**src/i2c_ctrl_consts.vh**
```
`ifndef I2C_CTRL_CONSTS_VH
`define I2C_CTRL_CONSTS_VH
// ****************************************
// register word offsets
// ****************************************
`define OFS_CONTROL 3'h0
`define OFS_RATE 3'h1
`define OFS_OWNADDR 3'h2
`define OFS_MASK 3'h3
`define OFS_STATUS 3'h4
// ****************************************
// control field positions
// ****************************************
`define BIT_ENABLE 15
`define BIT_IDLESTOP 13
`define BIT_RELEASE 12
`define BIT_STRICT 11
`define BIT_TENBIT 10
`define BIT_SLEWDIS 9
`define BIT_SMBUS 8
`define BIT_GENERAL_CALL_ENABLE 7
`define BIT_STRETCH 6
// ****************************************
// reset values
// ****************************************
`define RST_CONTROL 16'h1000
`define RST_RATE 16'h0002
`define RST_OWNADDR 10'h000
`define RST_MASK 10'h000
// ****************************************
// timing and codes
// ****************************************
`define RATE_OFFSET 2
`define HEADER_CODE 5'h1E
`define RSV_LOW 4'h0
`define RSV_HIGH 4'hF
`endif

```
**src/baud_gen.v**
```verilog
`timescale 1ns/1ps
`default_nettype none
`include "i2c_ctrl_consts.vh"
module baud_gen #(
  parameter RATE_W = 16
) (
  input wire clk,
  input wire sys_rst,
  input wire run,
  input wire [RATE_W-1:0] divider,
  output reg sclGen
);
  reg [RATE_W:0] count_r;
  wire [RATE_W:0] reload;
  localparam [RATE_W:0] RELOAD_ADD = `RATE_OFFSET;
  // ****************************************
  // phase counter, each phase divider+2 cycles
  // ****************************************
  assign reload = {1'b0, divider} + RELOAD_ADD;
  always @(posedge clk)
  begin
    if (sys_rst || !run)
    begin
      count_r <= {(RATE_W+1){1'b0}};
      sclGen <= 1'b1;
    end
    else if (count_r <= {{RATE_W{1'b0}}, 1'b1})
    begin
      count_r <= reload;
      sclGen <= ~sclGen;
    end
    else
    begin
      count_r <= count_r - {{RATE_W{1'b0}}, 1'b1};
    end
  end
endmodule // baud_gen
`default_nettype wire

```
**src/addr_match.v**
```verilog
`timescale 1ns/1ps
`default_nettype none
`include "i2c_ctrl_consts.vh"
module addr_match (
  input wire [7:0] firstByte,
  input wire [7:0] secondByte,
  input wire secondPhase,
  input wire [9:0] ownAddr,
  input wire [9:0] mask,
  input wire tenBit,
  input wire strict,
  input wire gcEnable,
  output wire ack,
  output wire genCall,
  output wire headerHit
);
  wire [6:0] a7;
  wire [9:0] m;
  wire reserved;
  wire isHeader;
  wire exact7;
  wire masked7;
  wire lowHit;
  wire hit7;
  assign a7 = firstByte[7:1];
  assign m = strict ? 10'h000 : mask;
  assign reserved = (a7[6:3] == `RSV_LOW) || (a7[6:3] == `RSV_HIGH);
  assign isHeader = (a7[6:2] == `HEADER_CODE);
  assign exact7 = (a7 == ownAddr[6:0]);
  assign masked7 = ((a7 ^ ownAddr[6:0]) & ~m[6:0]) == 7'h00;
  // ****************************************
  // reserved filter: masked hits never count
  // ****************************************
  assign hit7 = reserved ? (!strict && exact7 && !isHeader) : masked7;
  assign genCall = (firstByte == 8'h00) && gcEnable;
  assign headerHit = tenBit && isHeader && (((a7[1:0] ^ ownAddr[9:8]) & ~m[9:8]) == 2'h0);
  assign lowHit = ((secondByte ^ ownAddr[7:0]) & ~m[7:0]) == 8'h00;
  assign ack = secondPhase ? (tenBit && lowHit) : (genCall || (tenBit ? headerHit : hit7));
endmodule // addr_match
`default_nettype wire

```
**src/i2c_baud_address_control.v**
```verilog
// Overview of operation
// - serial clock is cycle clock over 2(div+2)
// - set mask bits make address bits don't-care
// - masking only while strict rule bit clear
// - reserved addresses never match through mask
// - reserved groups: 0000xxx and 1111xxx
// - general call acknowledged when enabled, or as exact own-address match (own address 0) in seven-bit mode while not strict
// - 11110xx matches only as ten-bit header
// - enable hands pins to serial logic
// - idle-stop bit halts block during idle
// - reset or disable sets clock release
// - release frees clock, zero holds it low
// - hardware clears release on tx start, and on rx end only while stretch is enabled
// - strict: slave refuses reserved addresses
// - not strict: reserved address exact match acked
// - address width bit picks seven or ten
// - slew bit turns slew limiting off
// - level bit selects bus-compliant input thresholds
// - general call accepted and flagged when enabled
// - stretch enable lets slave hold clock
//
// Implementation choices: the Avalon-MM slave port and the register offsets.
`timescale 1ns/1ps
`default_nettype none
`include "i2c_ctrl_consts.vh"
module i2c_baud_address_control #(
  parameter RATE_W = 16
) (
  input wire clk,
  input wire sys_rst,
  input wire [2:0] avs_address,
  input wire avs_read,
  input wire avs_write,
  input wire [31:0] avs_writedata,
  input wire [3:0] avs_byteenable,
  output reg [31:0] avs_readdata,
  output wire avs_waitrequest,
  input wire deviceIdle,
  input wire masterClkRun,
  input wire slaveTxStart,
  input wire slaveRxEnd,
  input wire addrValid,
  input wire [7:0] addrFirstByte,
  input wire [7:0] addrSecondByte,
  input wire addrSecondPhase,
  input wire sdaDriveLow,
  input wire sclIn,
  input wire sdaIn,
  output wire sclOut,
  output wire sclOe,
  output wire sdaOut,
  output wire sdaOe,
  input wire portSclOut,
  input wire portSclOe,
  input wire portSdaOut,
  input wire portSdaOe,
  output wire sclSync,
  output wire sdaSync,
  output reg addrAck,
  output reg genCallHit,
  output reg headerHit,
  output wire moduleActive,
  output wire slewLimitOn,
  output wire smbusLevels
);
  // ****************************************
  // register state
  // ****************************************
  reg enable_r;
  reg idleStop_r;
  reg release_r;
  reg release_nxt;
  reg strict_r;
  reg tenBit_r;
  reg slewDis_r;
  reg smbus_r;
  reg general_call_enable_r;
  reg stretch_r;
  reg [RATE_W-1:0] rate_r;
  reg [9:0] ownAddr_r;
  reg [9:0] mask_r;
  reg ackPhase_r;
  reg [1:0] sclMeta_r;
  reg [1:0] sdaMeta_r;
  reg sclLowSeen_r;
  wire [15:0] controlWord;
  wire [31:0] wdataMasked;
  wire req;
  wire doWrite;
  wire running;
  wire sclGen;
  wire holdScl;
  wire matchAck;
  wire matchGc;
  wire matchHeader;
  localparam [15:0] RST_CTL = `RST_CONTROL;
  // ****************************************
  // bus handshake, one wait cycle per access
  // ****************************************
  assign req = avs_read || avs_write;
  assign avs_waitrequest = req && !ackPhase_r;
  assign doWrite = avs_write && ackPhase_r;
  assign wdataMasked = avs_writedata & {{8{avs_byteenable[3]}}, {8{avs_byteenable[2]}},
    {8{avs_byteenable[1]}}, {8{avs_byteenable[0]}}};
  always @(posedge clk)
  begin
    if (sys_rst)
    begin
      ackPhase_r <= 1'b0;
    end
    else
    begin
      ackPhase_r <= req && !ackPhase_r;
    end
  end
  // ****************************************
  // control word image
  // ****************************************
  assign controlWord = {enable_r, 1'b0, idleStop_r, release_r, strict_r, tenBit_r, slewDis_r,
    smbus_r, general_call_enable_r, stretch_r, 6'h00};
  // ****************************************
  // configuration registers
  // ****************************************
  always @(posedge clk)
  begin
    if (sys_rst)
    begin
      enable_r <= RST_CTL[`BIT_ENABLE];
      idleStop_r <= RST_CTL[`BIT_IDLESTOP];
      strict_r <= RST_CTL[`BIT_STRICT];
      tenBit_r <= RST_CTL[`BIT_TENBIT];
      slewDis_r <= RST_CTL[`BIT_SLEWDIS];
      smbus_r <= RST_CTL[`BIT_SMBUS];
      general_call_enable_r <= RST_CTL[`BIT_GENERAL_CALL_ENABLE];
      stretch_r <= RST_CTL[`BIT_STRETCH];
      rate_r <= `RST_RATE;
      ownAddr_r <= `RST_OWNADDR;
      mask_r <= `RST_MASK;
    end
    else if (doWrite)
    begin
      case (avs_address)
        `OFS_CONTROL:
        begin
          if (avs_byteenable[1])
          begin
            enable_r <= avs_writedata[`BIT_ENABLE];
            idleStop_r <= avs_writedata[`BIT_IDLESTOP];
            strict_r <= avs_writedata[`BIT_STRICT];
            tenBit_r <= avs_writedata[`BIT_TENBIT];
            slewDis_r <= avs_writedata[`BIT_SLEWDIS];
            smbus_r <= avs_writedata[`BIT_SMBUS];
          end
          if (avs_byteenable[0])
          begin
            general_call_enable_r <= avs_writedata[`BIT_GENERAL_CALL_ENABLE];
            stretch_r <= avs_writedata[`BIT_STRETCH];
          end
        end
        `OFS_RATE:
        begin
          rate_r <= wdataMasked[RATE_W-1:0] | (rate_r & ~avs_byteenable_mask(avs_byteenable));
        end
        `OFS_OWNADDR:
        begin
          ownAddr_r <= wdataMasked[9:0] | (ownAddr_r & ~byteMask10(avs_byteenable));
        end
        `OFS_MASK:
        begin
          mask_r <= wdataMasked[9:0] | (mask_r & ~byteMask10(avs_byteenable));
        end
        default:
        begin
          mask_r <= mask_r;
        end
      endcase
    end
  end
  // ****************************************
  // byte lane helpers
  // ****************************************
  function [RATE_W-1:0] avs_byteenable_mask;
    input [3:0] be;
    reg [31:0] full;
    begin
      full = {{8{be[3]}}, {8{be[2]}}, {8{be[1]}}, {8{be[0]}}};
      avs_byteenable_mask = full[RATE_W-1:0];
    end
  endfunction
  function [9:0] byteMask10;
    input [3:0] be;
    begin
      byteMask10 = {{2{be[1]}}, {8{be[0]}}};
    end
  endfunction
  // ****************************************
  // clock release bit
  // ****************************************
  always @*
  begin
    release_nxt = release_r;
    if (doWrite && avs_address == `OFS_CONTROL && avs_byteenable[1])
    begin
      release_nxt = avs_writedata[`BIT_RELEASE];
    end
    if (slaveTxStart || (slaveRxEnd && stretch_r))
    begin
      release_nxt = 1'b0;
    end
    if (!enable_r || (doWrite && avs_address == `OFS_CONTROL && avs_byteenable[1] &&
      !avs_writedata[`BIT_ENABLE]))
    begin
      release_nxt = 1'b1;
    end
  end
  always @(posedge clk)
  begin
    if (sys_rst)
    begin
      release_r <= RST_CTL[`BIT_RELEASE];
    end
    else
    begin
      release_r <= release_nxt;
    end
  end
  // ****************************************
  // pin input synchronisers
  // ****************************************
  always @(posedge clk)
  begin
    if (sys_rst)
    begin
      sclMeta_r <= 2'b11;
      sdaMeta_r <= 2'b11;
    end
    else
    begin
      sclMeta_r <= {sclMeta_r[0], sclIn};
      sdaMeta_r <= {sdaMeta_r[0], sdaIn};
    end
  end
  assign sclSync = sclMeta_r[1];
  assign sdaSync = sdaMeta_r[1];
  // ****************************************
  // stretch waits for next clock low
  // ****************************************
  always @(posedge clk)
  begin
    if (sys_rst || release_r)
    begin
      sclLowSeen_r <= 1'b0;
    end
    else if (!sclSync)
    begin
      sclLowSeen_r <= 1'b1;
    end
  end
  assign holdScl = !release_r && (!stretch_r || sclLowSeen_r);
  // ****************************************
  // rate generator and run state
  // ****************************************
  assign running = enable_r && !(idleStop_r && deviceIdle);
  baud_gen #(
    .RATE_W(RATE_W)
  ) u_baud (
    .clk(clk),
    .sys_rst(sys_rst),
    .run(running && masterClkRun),
    .divider(rate_r),
    .sclGen(sclGen)
  );
  // ****************************************
  // pin ownership
  // ****************************************
  assign moduleActive = running;
  assign sclOut = enable_r ? 1'b0 : portSclOut;
  assign sclOe = enable_r ? (running && (holdScl || (masterClkRun && !sclGen))) : portSclOe;
  assign sdaOut = enable_r ? 1'b0 : portSdaOut;
  assign sdaOe = enable_r ? (running && sdaDriveLow) : portSdaOe;
  assign slewLimitOn = !slewDis_r;
  assign smbusLevels = smbus_r;
  // ****************************************
  // slave address matcher
  // ****************************************
  addr_match u_match (
    .firstByte(addrFirstByte),
    .secondByte(addrSecondByte),
    .secondPhase(addrSecondPhase),
    .ownAddr(ownAddr_r),
    .mask(mask_r),
    .tenBit(tenBit_r),
    .strict(strict_r),
    .gcEnable(general_call_enable_r),
    .ack(matchAck),
    .genCall(matchGc),
    .headerHit(matchHeader)
  );
  always @(posedge clk)
  begin
    if (sys_rst)
    begin
      addrAck <= 1'b0;
      genCallHit <= 1'b0;
      headerHit <= 1'b0;
    end
    else
    begin
      addrAck <= addrValid && running && matchAck;
      genCallHit <= addrValid && running && matchGc && !addrSecondPhase;
      headerHit <= addrValid && running && matchHeader && !addrSecondPhase;
    end
  end
  // ****************************************
  // read data, captured in the wait cycle
  // ****************************************
  always @(posedge clk)
  begin
    if (sys_rst)
    begin
      avs_readdata <= 32'h00000000;
    end
    else if (avs_read && !ackPhase_r)
    begin
      case (avs_address)
        `OFS_CONTROL: avs_readdata <= {16'h0000, controlWord};
        `OFS_RATE: avs_readdata <= {{(32-RATE_W){1'b0}}, rate_r};
        `OFS_OWNADDR: avs_readdata <= {{22{1'b0}}, ownAddr_r};
        `OFS_MASK: avs_readdata <= {{22{1'b0}}, mask_r};
        `OFS_STATUS: avs_readdata <= {{26{1'b0}}, sdaSync, sclSync, sclLowSeen_r, holdScl, sclGen, running};
        default: avs_readdata <= 32'h00000000;
      endcase
    end
  end
endmodule // i2c_baud_address_control
`default_nettype wire

```
**config.mk**
```make
export PLATFORM = sky130hd
export DESIGN_NAME = i2c_baud_address_control
export DESIGN_NICKNAME = d
export VERILOG_FILES = /design/src/baud_gen.v /design/src/addr_match.v /design/src/i2c_baud_address_control.v
export VERILOG_INCLUDE_DIRS = /design/src
export SDC_FILE = /design/constraint.sdc
export NUM_CORES = 1
export LEC_CHECK = 0
export BUFFER_PORTS_ARGS = -buffer_cell sky130_fd_sc_hd__buf_2
export CAP_MARGIN = 25
export CORE_UTILIZATION = 49
export DETAILED_ROUTE_END_ITERATION = 12
export PLACE_DENSITY = 0.72
export SYNTH_ARGS = -nofsm -noshare
export SYNTH_HDL_FRONTEND = slang
export SYNTH_SLANG_ARGS = --single-unit
export TNS_END_PERCENT = 10
```
**constraint.sdc**
```tcl
create_clock -name clk -period 2.4 [get_ports clk]
set_input_delay 0.36 -clock clk [delete_from_list [all_inputs] [get_ports clk]]
set_output_delay 0.36 -clock clk [all_outputs]
set_load 0.01 [all_outputs]
```
Word level (Yosys, flattened, before mapping)
Index checks and enable logic that the tools add are counted.
{"block": "totals", "regBits": 104, "elab_cells": 123, "out_inout_bits": 45, "in_bits": 72}
{"block": "classes", "bitwise": 19, "n_lt_le_gt_ge": 1, "mux": 12, "n_reduce_logical": 60, "eq_ne": 7, "addsub": 2}
{"op": "$pmux W16 S5", "count": 1}
{"op": "$and A16 B16 Y16", "count": 2}
{"op": "$logic_and A1 B1 Y1", "count": 26}
{"op": "$and A10 B10 Y10", "count": 2}
{"op": "$or A10 B10 Y10", "count": 2}
{"op": "$add A16 B2 Y17 const B", "count": 1}
{"op": "$le A17 B1 Y1 const B", "count": 1}
{"op": "$mux W17", "count": 1}
{"op": "$sub A17 B1 Y17 const B", "count": 1}
{"op": "$logic_not A8 Y1", "count": 2}
{"op": "$not A16 Y16", "count": 1}
{"op": "$or A16 B16 Y16", "count": 1}
{"op": "$logic_not A1 Y1", "count": 12}
{"op": "$mux W10", "count": 1}
{"op": "$not A10 Y10", "count": 1}
{"op": "$logic_or A1 B1 Y1", "count": 9}
{"op": "$mux W1", "count": 9}
{"op": "$and A8 B8 Y8", "count": 1}
{"op": "$not A8 Y8", "count": 1}
{"op": "$xor A8 B8 Y8", "count": 1}
{"op": "$and A7 B7 Y7", "count": 1}
{"op": "$eq A7 B7 Y1", "count": 1}
{"op": "$logic_not A7 Y1", "count": 1}
{"op": "$not A7 Y7", "count": 1}
{"op": "17 further kinds", "count": 21}

Logic depth before layout (Yosys ltp)
Gate-level depths: netlist (run 1).
{"block": "logic_depth", "ltp_word": 9, "ltp_mapped": 7, "depth_no_buf": 7}

Hierarchy
A second synthesis (run 1) with hierarchy kept.
{"block": "unflattened", "cells_unflattened": 557, "area_unflattened_um2": 5071.1}
{"mod": "i2c_baud_address_control", "area_per_inst_um2": 3357.0, "seq_area_each_um2": 1401.3, "cells_per_inst": 345, "n_inst": 1}
{"mod": "baud_gen", "area_per_inst_um2": 1311.3, "seq_area_each_um2": 360.3, "cells_per_inst": 154, "n_inst": 1}
{"mod": "addr_match", "area_per_inst_um2": 402.9, "seq_area_each_um2": 0.0, "cells_per_inst": 58, "n_inst": 1}

Worst setup path before layout (run 1)
OpenSTA, ideal clock, no wires.
{"block": "synth_timing", "path_type": "flip-flop to flip-flop", "from": "register enable_r", "to": "register u_baud.count_r[10]", "stages_incl_launch_ff": 6, "arrival_ns": 1.692, "period_less_slack_ns": 1.772, "required_ns": 2.321, "slack_ns": 0.628, "setup_time_ns": 0.079, "path_cell_list": "dfxtp_1 > a21boi_0 > and2b_1 > nand2_1 > buf_2 > a211oi_2"}
{"block": "synth_via", "elab_chain_cells": 4}
{"element": "start, declared", "line": "i2c_baud_address_control.v:69", "rtl": "reg enable_r;"}
{"element": "start signal, assigned", "line": "i2c_baud_address_control.v:128", "rtl": "enable_r <= RST_CTL[`BIT_ENABLE];"}
{"element": "start signal, assigned", "line": "i2c_baud_address_control.v:147", "rtl": "enable_r <= avs_writedata[`BIT_ENABLE];"}
{"element": "$logic_and A1 B1 Y1", "line": "i2c_baud_address_control.v:263", "rtl": "assign running = enable_r && !(idleStop_r && deviceIdle);"}
{"element": "named net moduleActive", "line": "i2c_baud_address_control.v:62", "rtl": "output wire moduleActive,"}
{"element": "$logic_and A1 B1 Y1", "line": "i2c_baud_address_control.v:269", "rtl": ".run(running && masterClkRun),"}
{"element": "$logic_not A1 Y1", "line": "baud_gen.v:22", "rtl": "if (sys_rst || !run)"}
{"element": "$logic_or A1 B1 Y1", "line": "baud_gen.v:22"}
{"element": "end signal, assigned", "line": "baud_gen.v:24", "rtl": "count_r <= {(RATE_W+1){1'b0}};"}
{"element": "end signal, assigned", "line": "baud_gen.v:29", "rtl": "count_r <= reload;"}
{"element": "end signal, assigned", "line": "baud_gen.v:34", "rtl": "count_r <= count_r - {{RATE_W{1'b0}}, 1'b1};"}
{"element": "end, declared", "line": "baud_gen.v:13", "rtl": "reg [RATE_W:0] count_r;"}
The timed path passes the listed nets, and every way through them passes these cells.
A chain may end at the register's enable or synchronous reset.

Worst setup path after layout (run 1)
{"block": "layout_timing", "from": "register enable_r", "to": "output port sclOe"}
{"block": "layout_via", "elab_chain_cells": 3}
{"element": "$logic_and A1 B1 Y1", "line": "i2c_baud_address_control.v:263"}
{"element": "$logic_and A1 B1 Y1", "line": "i2c_baud_address_control.v:278", "rtl": "assign sclOe = enable_r ? (running && (holdScl || (masterClkRun && !sclGen))) : portSclOe;"}
{"element": "$mux W1 *", "line": "i2c_baud_address_control.v:278"}
{"element": "end, declared", "line": "i2c_baud_address_control.v:50", "rtl": "output wire sclOe,"}
Mark *: on every way between the ends. The rest lies on a longest branch, timed or not.

==> metrics.md, run 1 <==
| Metric | Value |
|---|---|
| CTS buffer count | 9 |
| Sequential Power Share | 0.531 |
| Fmax | 437.3 MHz |
| Worst reg-to-reg path cell count | 5 |
| Die Y | 98.70 um |
| Vias in the first global route | 3,808 |
| Antenna cells | 0 |
| Clk sink count | 88 |
| Area growth syn-to-layout | 15.13% |
| # Post-CTS Setup Buffers | 0 |
| Wire length after detailed routing | 11.87 mm |
| First-pass GRT wire length | 19.51 mm |
| Grt met3 use | 0.04823 |
| Worst hold endpoint | sdaMeta_r[0]$_SDFF_PP1_ |
| Status | finished, final reports clean |
| CP Buf/Inv Count | 2 |
| Worst-path clk slew | 0.09 ns |
| Final min period | approximately 2.3 ns |
| Pin count of the biggest net entering global routing | 68 |
| Number of synthesized flops with an enable pin | 0 |
| Post-Syn Instances | 513 |
| Worst Hold Class | primary input to flip-flop |
| Starting density of the core | 0.5153 |
| Unrepaired setup endpoints after global routing | false |
| Async SR Flop Fraction | 0 |
| Longest Clk Path Bufs | 2 |
| Worst slew margin | 0.5616 |
| Worst Path Max Fanout | 8 |
| H-tree Lvls | 3 |
| Fraction of layout cells with a size suffix above 1 | 0.2292 |
| Initial antenna violation count | 0 |
| CTS resizes | 0 |
| Drt drc | 0 |
| Core footprint | 8891 um^2 |
| Max VDD drop | 0.0003324 V |
| Core Util, Final | 0.5933 |
| Vias per inst | between 5 and 6 |
| Latest clock arrival within the worst-skew pair | 0.37 ns |
| Worst path top cell family by delay | compound AO/OA/AOI/OAI gates |
| Yosys warning count | 0 |
| Psw | 0.0007104 W |
| Reg-to-reg slack, setup | around 0.43 ns |
| Clk pwr share | 0.392 |
| Rows | 34 |
| Power Density | 527.1 nW/um^2 |
| Worst reg2reg endpoint | u_baud.count_r[11]$_SDFF_PP0_ |
| Global-route usage over all layers | 0.2575 |
| Endpoint type of the worst setup path | output port |
| Global routing's busiest layer | met2 |
| WHS Path Cells | 2 |
| Leakage dissipation | about 1.9 nW |
| Synthesized area | approximately 4600 um^2 |
| Die X-Extent | 98.70 um |
| CP Launch Type | flip-flop |
| Main flop type after synthesis | dfxtp_1 |
| Synth Area per Inst | 8.932 um^2 |
| Worst Skew | 0.01176 ns |
| Final worst setup slack | 0.1133 ns |
| Final Max Slew Viols | 0 |
| Critical path class | flip-flop to output port |
| Yosys top cell area share | 0.3845 |
| Critical Path RT | between 2 and 2.5 ns |
| Origin of the critical flop-to-flop path | enable_r$_SDFFE_PP0P_ |
| CTS Hold Buffers Added | 0 |
| Area taken by multi-input logic gates | 2619 um^2 |
| Yosys reg bits | 88 |
| Cell variety after synth | 55 |
| TritonCTS clock tree | yes |
| Synth top area cells | dfxtp_1 (38%), mux2i_1 (9.2%), nor2_1 (7.0%) |
| FILL cells | 830 |
| Vias | approximately 4k |
| Final period util | 0.9528 |
| Placed instance count | 694 |
| Drt pass-1 iters | 4 |
| FF+latch area | 1762 um^2 |
| IO buf count | 82 |
| Remaining antenna violation count | 0 |
| Sw Share | 0.2555 |
| Met2 Use GR | 0.4128 |
| CP max stage cell | dfxtp_1 |
| Die area | 9742 um^2 |
| Post-DP HPWL | 8.858 mm |
| WL/cell | 16.72 um |
| WHS | 0.1689 ns |
| Post-synthesis sequential area ratio | 0.3845 |
| Non-Filler Instances | 710 |
| DR iter-0 viols | 229 |
| Cell mode on critical path | o21ai_0 |
| Crit path DAT | just under 2 ns |
| Internal | 0.002070 W |
| Final Hold Viols | 0 |
| Worst Tran Pin Value | 0.6575 ns |
| Root Buffer | clkbuf_8 |
| Final setup TNS | 0 ns |
| # setup viols final | 0 |
| GPL Wtd Cong | 0.9749 |
| Grt ovf | 0 |
| Crit-path cells | a21boi_0, buf_4, o21ai_0, o21ai_0, buf_2 |
| Post-synth top area cell | dfxtp_1 |
| Place WS | about 0.46 ns |
| Max cap viols | 0 |
| Hold path start | sdaIn |
| Fin nets | 672 |
| CP peak stage delay | between 0.4 and 0.5 ns |
| Ports | 117 |
| M1 GR Usage | 0.3453 |
| Comb pwr share | 0.076 |
==> cell families (layout without fill, tap and decap cells) <==
family,Yosys count,after routing,synth area share
buffers and inverters,46,120,0.05625
multiplexers,42,42,0.09175
XOR/XNOR,43,43,0.08220
AO/OA/AOI/OAI,102,102,0.1559
flip-flops,88,88,0.3845
adder cells (fa/ha/maj),3,3,0.008193
AND/OR/NAND/NOR,188,188,0.2204
other,1,16,0.0008184
==> metal layers <==
| layer | routed length, um | share of wire |
|---|---|---|
| met5 | 0 | 0 |
| met4 | 238 | 0.020 |
| met3 | 560 | 0.047 |
| met2 | 5611 | 0.47 |
| met1 | 5464 | 0.46 |
==> cell usage in the layout (no fill, tap or decap), drive strengths merged, types with 2 or more instances in the layout <==
cell	count
dfxtp	88
a211oi	14
inv	10
a31oi	3
xor2	10
nand4	8
or2	5
a21oi	34
a22oi	25
mux2i	42
o22ai	5
nor2b	11
buf	95
clkinv	2
o21ai	11
or4	2
nand2b	6
nor3	14
clkbuf	11
nand2	13
nor2	89
nand3	15
nand4b	4
or3b	2
and4	3
nor4	6
nor3b	5
ha	3
a211o	2
xnor2	33
conb	16
==> stage by stage <==
step                      area, um^2  power (W)
after floorplan                 4638   0.001641
after global placement          5070   0.001719
after detailed placement        5070   0.001722
after CTS                       5275   0.002793
after global routing            5275   0.002880
final                           5275   0.002780
==> how the worst max path moves through the flow <==
stage / from / end / slack (ns) / depth (start not counted)
after floorplan: enable_r$_SDFFE_PP0P_ / u_baud.count_r[10]$_SDFF_PP0_ / 0.63 / 5
after global placement: enable_r$_SDFFE_PP0P_ / u_baud.count_r[14]$_SDFF_PP0_ / 0.50 / 5
after detailed placement: enable_r$_SDFFE_PP0P_ / u_baud.count_r[11]$_SDFF_PP0_ / 0.46 / 5
after CTS: enable_r$_SDFFE_PP0P_ / sclOe / 0.14 / 5
after global routing: enable_r$_SDFFE_PP0P_ / sclOe / 0.09 / 5
final: enable_r$_SDFFE_PP0P_ / sclOe / 0.11 / 5
==> final cells by class <==
type | instances | share of cell area
Multi-Input combinational cell | 394 | 0.4964
Sequential cell | 88 | 0.3340
Clock buffer | 11 | 0.02680
Clock inverter | 5 | 0.01210
Tap cell | 108 | 0.02562
Inverter | 9 | 0.006404
Timing Repair Buffer | 95 | 0.09867
==> power groups by stage <==
stage               Combinational, W  Clock, W  Sequential [W]
finish                      0.000212   0.00109         0.00148
global route                0.000232   0.00117         0.00148
CTS                         0.000211   0.00110         0.00148
detailed placement          0.000211         0         0.00151
global placement            0.000208         0         0.00151
floorplan                   0.000131         0         0.00151
==> synth_stat cells, types with 2 or more instances <==
master,count
and4_1,3
inv_1,9
nand3_1,15
mux2i_1,42
nor3_1,13
clkbuf_1,12
or4_1,2
ha_1,3
a22oi_1,25
xnor2_1,33
xor2_1,10
nor2_1,86
a31oi_1,3
nor2_4,2
a211oi_2,12
a21oi_1,34
nand4b_1,3
buf_2,4
nand2_1,13
dfxtp_1,88
or2_2,5
nor4_1,3
buf_4,17
or3b_2,2
nor4_4,2
o22ai_1,5
a211oi_1,2
buf_6,2
nand2b_1,6
nor2b_1,11
nand4_1,8
o21ai_0,11
nor3b_1,4
a211o_1,2
No activity file was read; power rests on OpenSTA's default activity.
==> run 2: changes to the inputs <==
--- a/config.mk
+++ b/config.mk
@@ -6,7 +6,7 @@
 export SDC_FILE = /design/constraint.sdc
 export NUM_CORES = 1
 export LEC_CHECK = 0
-export BUFFER_PORTS_ARGS = -buffer_cell sky130_fd_sc_hd__buf_2
+export BUFFER_PORTS_ARGS = -buffer_cell sky130_fd_sc_hd__buf_4
 export CAP_MARGIN = 25
 export CORE_UTILIZATION = 49
 export DETAILED_ROUTE_END_ITERATION = 12
==> run 2 against run 1 <==
Against the previous run: combinational power grew 14%; sequential power is essentially flat; setup slack gained 0.0058 ns; via count shrank 1.5%; first-iteration DRC count shrank 10%; critical path type unchanged.
==> metrics.md, run 2 (same netlist as run 1, synthesis figures left out) <==
| Metric | Value |
|---|---|
| Drt drc | 0 |
| Final Hold Viols | 0 |
| Starting density of the core | 0.5153 |
| Core footprint | a little under 9000 um^2 |
| Worst hold endpoint | sclMeta_r[0]$_SDFF_PP1_ |
| Total chip power | approximately 0.0026 W |
| Root Buffer | clkbuf_8 |
| Drt pass-1 iters | 5 |
| Pin count of the biggest net entering global routing | 68 |
| Non-Filler Instances | 713 |
| CP Launch Type | flip-flop |
| Post-DP HPWL | 9.091 mm |
| CTS resizes | 0 |
| Final period util | 0.9504 |
| Placed cell areas | 5298 um^2 |
| Fin nets | 675 |
| DR iter-0 viols | 205 |
| Worst Hold Class | primary input to flip-flop |
| Status | finished, final reports clean |
| Crit path DAT | 1.92 ns |
| Design Area, Final | 5470 um^2 |
| IO buf count | 82 |
| CTS buffer count | 9 |
| Worst Setup SP | enable_r$_SDFFE_PP0P_ |
| Die X-Extent | 98.70 um |
| CTS Hold Buffers Added | 0 |
| First-pass GRT wire length | between 15 and 20 mm |
| Wire length after detailed routing | approximately 12 mm |
| Commonest cells after routing, fill and taps aside | buf_4 (97), dfxtp_1 (88), nor2_1 (86) |
| Leakage dissipation | 1.933 nW |
| Die area | ~9700 um^2 |
| Die Y | 98.70 um |
| Origin of the critical flop-to-flop path | enable_r$_SDFFE_PP0P_ |
| Worst reg2reg endpoint | u_baud.count_r[14]$_SDFF_PP0_ |
| Unrepaired setup endpoints after global routing | false |
| Vias per inst | 5.529 |
| GPL Wtd Cong | around 0.94 |
| TritonCTS clock tree | yes |
| Placed instance count | 697 |
| Final min period | 2.281 ns |
| WL/cell | 17.00 um |
| Critical Path RT | between 2 and 2.5 ns |
| Fraction of layout cells with a size suffix above 1 | 0.2331 |
| Max cap viols | 0 |
| Final worst setup slack | 0.1191 ns |
| Worst-path clk slew | 0.10 ns |
| H-tree Lvls | 3 |
| Ports | 117 |
| Vias | a little under 4k |
| # setup viols final | 0 |
| Reg-to-reg slack, setup | 0.44 ns |
| Worst Skew | 0.01112 ns |
| Remaining antenna violation count | 0 |
| Fmax | 438.4 MHz |
| Final setup TNS | 0 ns |
| Final Max Slew Viols | 0 |
| WHS Path Cells | 2 |
| Endpoint type of the worst setup path | output port |
| Worst Tran Pin Value | roughly 0.69 ns |
| Critical path class | flip-flop to output port |
| Max VDD drop | slightly below 0.0003 V |
| Vias in the first global route | 3,817 |
| Antenna cells | 0 |
| Rows | 34 |
| Grt ovf | 0 |
| Latest clock arrival within the worst-skew pair | 0.36 ns |
| Clk sink count | between 80 and 90 |
| Leading cell type in the layout, fill and taps excluded | buf_4 |
| Global-route usage over all layers | 0.2550 |
| Longest Clk Path Bufs | 2 |
| Initial antenna violation count | 0 |
| Worst reg-to-reg path cell count | 5 |
| Place WS | between 0.4 and 0.5 ns |
| Worst Path Max Fanout | 8 |
| Area growth syn-to-layout | 19.39% |
| Hold path start | sclIn |
| Power Density | between 400 and 500 nW/um^2 |
| Worst slew margin | 0.5411 |
| # Post-CTS Setup Buffers | 0 |
==> run 2: metal layers <==
metal  vias to the layer above  part of all wire  global-route usage
li1                       1961                 -                   -
met1                      1852              0.48              0.3523
met2                       113              0.46              0.4112
met3                        16             0.042             0.03404
met4                         0             0.019             0.08726
met5                         -                 0                   0
==> run 2: worst max-delay path by stage <==
stage | endpoint | slack, ns | depth (start not counted)
after floorplan | u_baud.count_r[10]$_SDFF_PP0_ | 0.63 | 5
after global placement | addrAck$_SDFF_PP0_ | 0.47 | 6
after detailed placement | flip-flop | 0.48 | 5
after CTS | sclOe | 0.12 | 5
after global routing | sclOe | 0.08 | 5
final | sclOe | 0.12 | 5
==> run 2: final cells by class <==
| type | count | area, um^2 |
|---|---|---|
| fill | 794 | 3421 |
| clock buffer | 10 | 127.6 |
| sequential | 88 | 1762 |
| inverter | 9 | 33.78 |
| clock inverter | 6 | 45.04 |
| timing repair buffer | 98 | 748.2 |
| tap | 108 | 135.1 |
| multi-input combinational | 394 | 2619 |
==> run 2: through the flow <==
step / hold slack (ns) / utilization
after floorplan: 0.3895 / -
after CTS: 0.1712 / 0.6153
after global routing: 0.1684 / 0.6153
after global placement: 0.3921 / 0.5958
final: 0.1789 / 0.6153
after detailed placement: 0.4004 / 0.5958
==> run 2: worst max-delay path: stages (launching register included) <==
cell and delay [ns]:
dfxtp_1 0.47, a21boi_0 0.41, buf_4 0.23, o21ai_0 0.18, o21ai_0 0.13, buf_4 0.15
==> run 2: report_power, final <==
group	switching (W)	internal, W	total, W
registers	0.00000936	0.00147	0.00148
logic	0.000129	0.000113	0.000241
clock network	0.000550	0.000380	0.000931
==> run 3: changes to the inputs <==
--- a/config.mk
+++ b/config.mk
@@ -9,7 +9,9 @@
 export BUFFER_PORTS_ARGS = -buffer_cell sky130_fd_sc_hd__buf_4
 export CAP_MARGIN = 25
 export CORE_UTILIZATION = 49
+export CTS_BUF_LIST = sky130_fd_sc_hd__clkbuf_4
 export DETAILED_ROUTE_END_ITERATION = 12
+export GPL_TIMING_DRIVEN = 1
 export PLACE_DENSITY = 0.72
 export SYNTH_ARGS = -nofsm -noshare
 export SYNTH_HDL_FRONTEND = slang
==> run 3 against run 2 <==
Against the previous run: total power down 6.3%; wire length down 0.27%; maximum frequency up 0.69%; first-iteration DRC count up 8.8%; non-clock buffer count unchanged; cell count unchanged; hold slack worse by 0.091 ns; critical path type unchanged; clock-buffer cell count unchanged; critical endpoint unchanged.
==> metrics.md, run 3 (same netlist as run 1, synthesis figures left out) <==
| Metric | Value |
|---|---|
| Crit path DAT | 1.91 ns |
| Worst-path clk slew | 0.15 ns |
| Grt ovf | 0 |
| GPL Wtd Cong | 0.9424 |
| Wire length after detailed routing | 12.09 mm |
| # setup viols final | 0 |
| TritonCTS clock tree | yes |
| Clk sink count | 88 |
| CP max stage cell | dfxtp_1 |
| Worst slew margin | 0.5512 |
| Critical Path RT | a little over 2 ns |
| Worst Path Max Fanout | 8 |
| Final min period | 2.265 ns |
| Die Y | roughly 100 um |
| CTS buffer count | 9 |
| IO buf count | 82 |
| Antenna cells | 0 |
| Commonest cells after routing, fill and taps aside | buf_4 (97), dfxtp_1 (88), nor2_1 (86) |
| Area growth syn-to-layout | 18.24% |
| DR iter-0 viols | around 220 |
| CP peak stage delay | 0.48 ns |
| Total chip power | 0.002483 W |
| Die X-Extent | ~99 um |
| Drt pass-1 iters | 5 |
| H-tree Lvls | 3 |
| Initial antenna violation count | 0 |
| Pin count of the biggest net entering global routing | 68 |
| Post-DP HPWL | 9.091 mm |
| Longest Clk Path Bufs | 2 |
| Vias in the first global route | 3,829 |
| Worst Tran Pin Value | 0.6731 ns |
| Final Hold Viols | 0 |
| Worst Hold Class | primary input to flip-flop |
| Vias per inst | 5.558 |
| Leading cell type in the layout, fill and taps excluded | buf_4 |
| Root Buffer | clkbuf_4 |
| Drt drc | 0 |
| FF+latch area | around 1800 um^2 |
| Fmax | 441.5 MHz |
| Starting density of the core | 0.5153 |
| Max VDD drop | 0.0003089 V |
| Area taken by multi-input logic gates | between 2000 and 3000 um^2 |
| Vias | just under 4k |
| FILL cells | 801 |
| Status | finished, final reports clean |
| Non-Filler Instances | 713 |
| Die area | 9742 um^2 |
| Final period util | 0.9439 |
| CP Launch Type | flip-flop |
| Final setup TNS | 0 ns |
| WL/cell | around 17 um |
| Fin nets | around 680 |
| Crit-path cells | a21boi_1, buf_4, o21ai_0, o21ai_0, buf_4 |
| Leakage dissipation | 1.914 nW |
| Max cap viols | 0 |
| Core Util, Final | 0.6093 |
| Latest clock arrival within the worst-skew pair | 0.44 ns |
| Global-route usage over all layers | 0.2559 |
| Unrepaired setup endpoints after global routing | false |
| First-pass GRT wire length | ~20 mm |
| Ports | about 120 |
| Worst Skew | 0.01855 ns |
| Core footprint | 8891 um^2 |
| Rows | 34 |
| Final Max Slew Viols | 0 |
| Placed instance count | ~700 |
| Power Density | 458.4 nW/um^2 |
| Critical path class | flip-flop to output port |
| Fraction of layout cells with a size suffix above 1 | 0.2347 |
| Endpoint type of the worst setup path | output port |
| Remaining antenna violation count | 0 |
run 3: cell counts in the layout (fill, tap and decap cells not counted):
No cell type changed its count.
run 3: area by class of cell:
cell class | instances | area share
tap | 108 | 0.02494
inverter | 9 | 0.006236
clock buffer | 10 | 0.01386
sequential | 88 | 0.3252
multi-input combinational | 394 | 0.4834
clock inverter | 6 | 0.008314
timing repair buffer | 98 | 0.1381
run 3: per-layer routing:
metal,GRT usage,wire length (um)
met5,0,0
met4,0.09759,212
met2,0.4095,5552
met1,0.3523,5787
met3,0.03404,537
run 3: worst paths after layout:
path                                                    from  slack [ns]  cells after the start                             to
worst max-delay path                   enable_r$_SDFFE_PP0P_        0.13                      5                          sclOe
worst min-delay path                                   sclIn        0.09                      2        sclMeta_r[0]$_SDFF_PP1_
worst max register to register  u_baud.count_r[1]$_SDFF_PP0_        0.46                      5  u_baud.count_r[16]$_SDFF_PP0_
worst min register to register       sdaMeta_r[0]$_SDFF_PP1_        0.43                      1        sdaMeta_r[1]$_SDFF_PP1_
run 3: critical path, delay by kind of cell, from the launching register on:
family          cells  cell delay [ns]
buf+inv             2             0.35
flops               1             0.48
compound gates      3             0.64
run 3: power breakdown:
group          switching [W]  internal, W  total, W
clock               0.000534     0.000228  0.000762
combinational       0.000129     0.000113  0.000241
sequential        0.00000929      0.00147   0.00148
run 3: metrics by stage:
| stage | hold slack (ns) | setup slack [ns] | area, um^2 |
|---|---|---|---|
| 2_1_floorplan | 0.3895 | 0.6283 | 4638 |
| 3_3_place_gp | 0.3921 | 0.4680 | 5298 |
| 3_5_place_dp | 0.4004 | 0.4846 | 5298 |
| 4_1_cts | 0.07499 | 0.01325 | 5418 |
| 5_1_grt | 0.06765 | 0.06657 | 5418 |
| 6_report | 0.08805 | 0.1347 | 5418 |
run 3: timing repair:
action | CTS | global route
hold buffers | 0 | 0
buffers inserted | 0 | 0
setup endpoints to repair | 0 | 1
resized for setup | 0 | 1
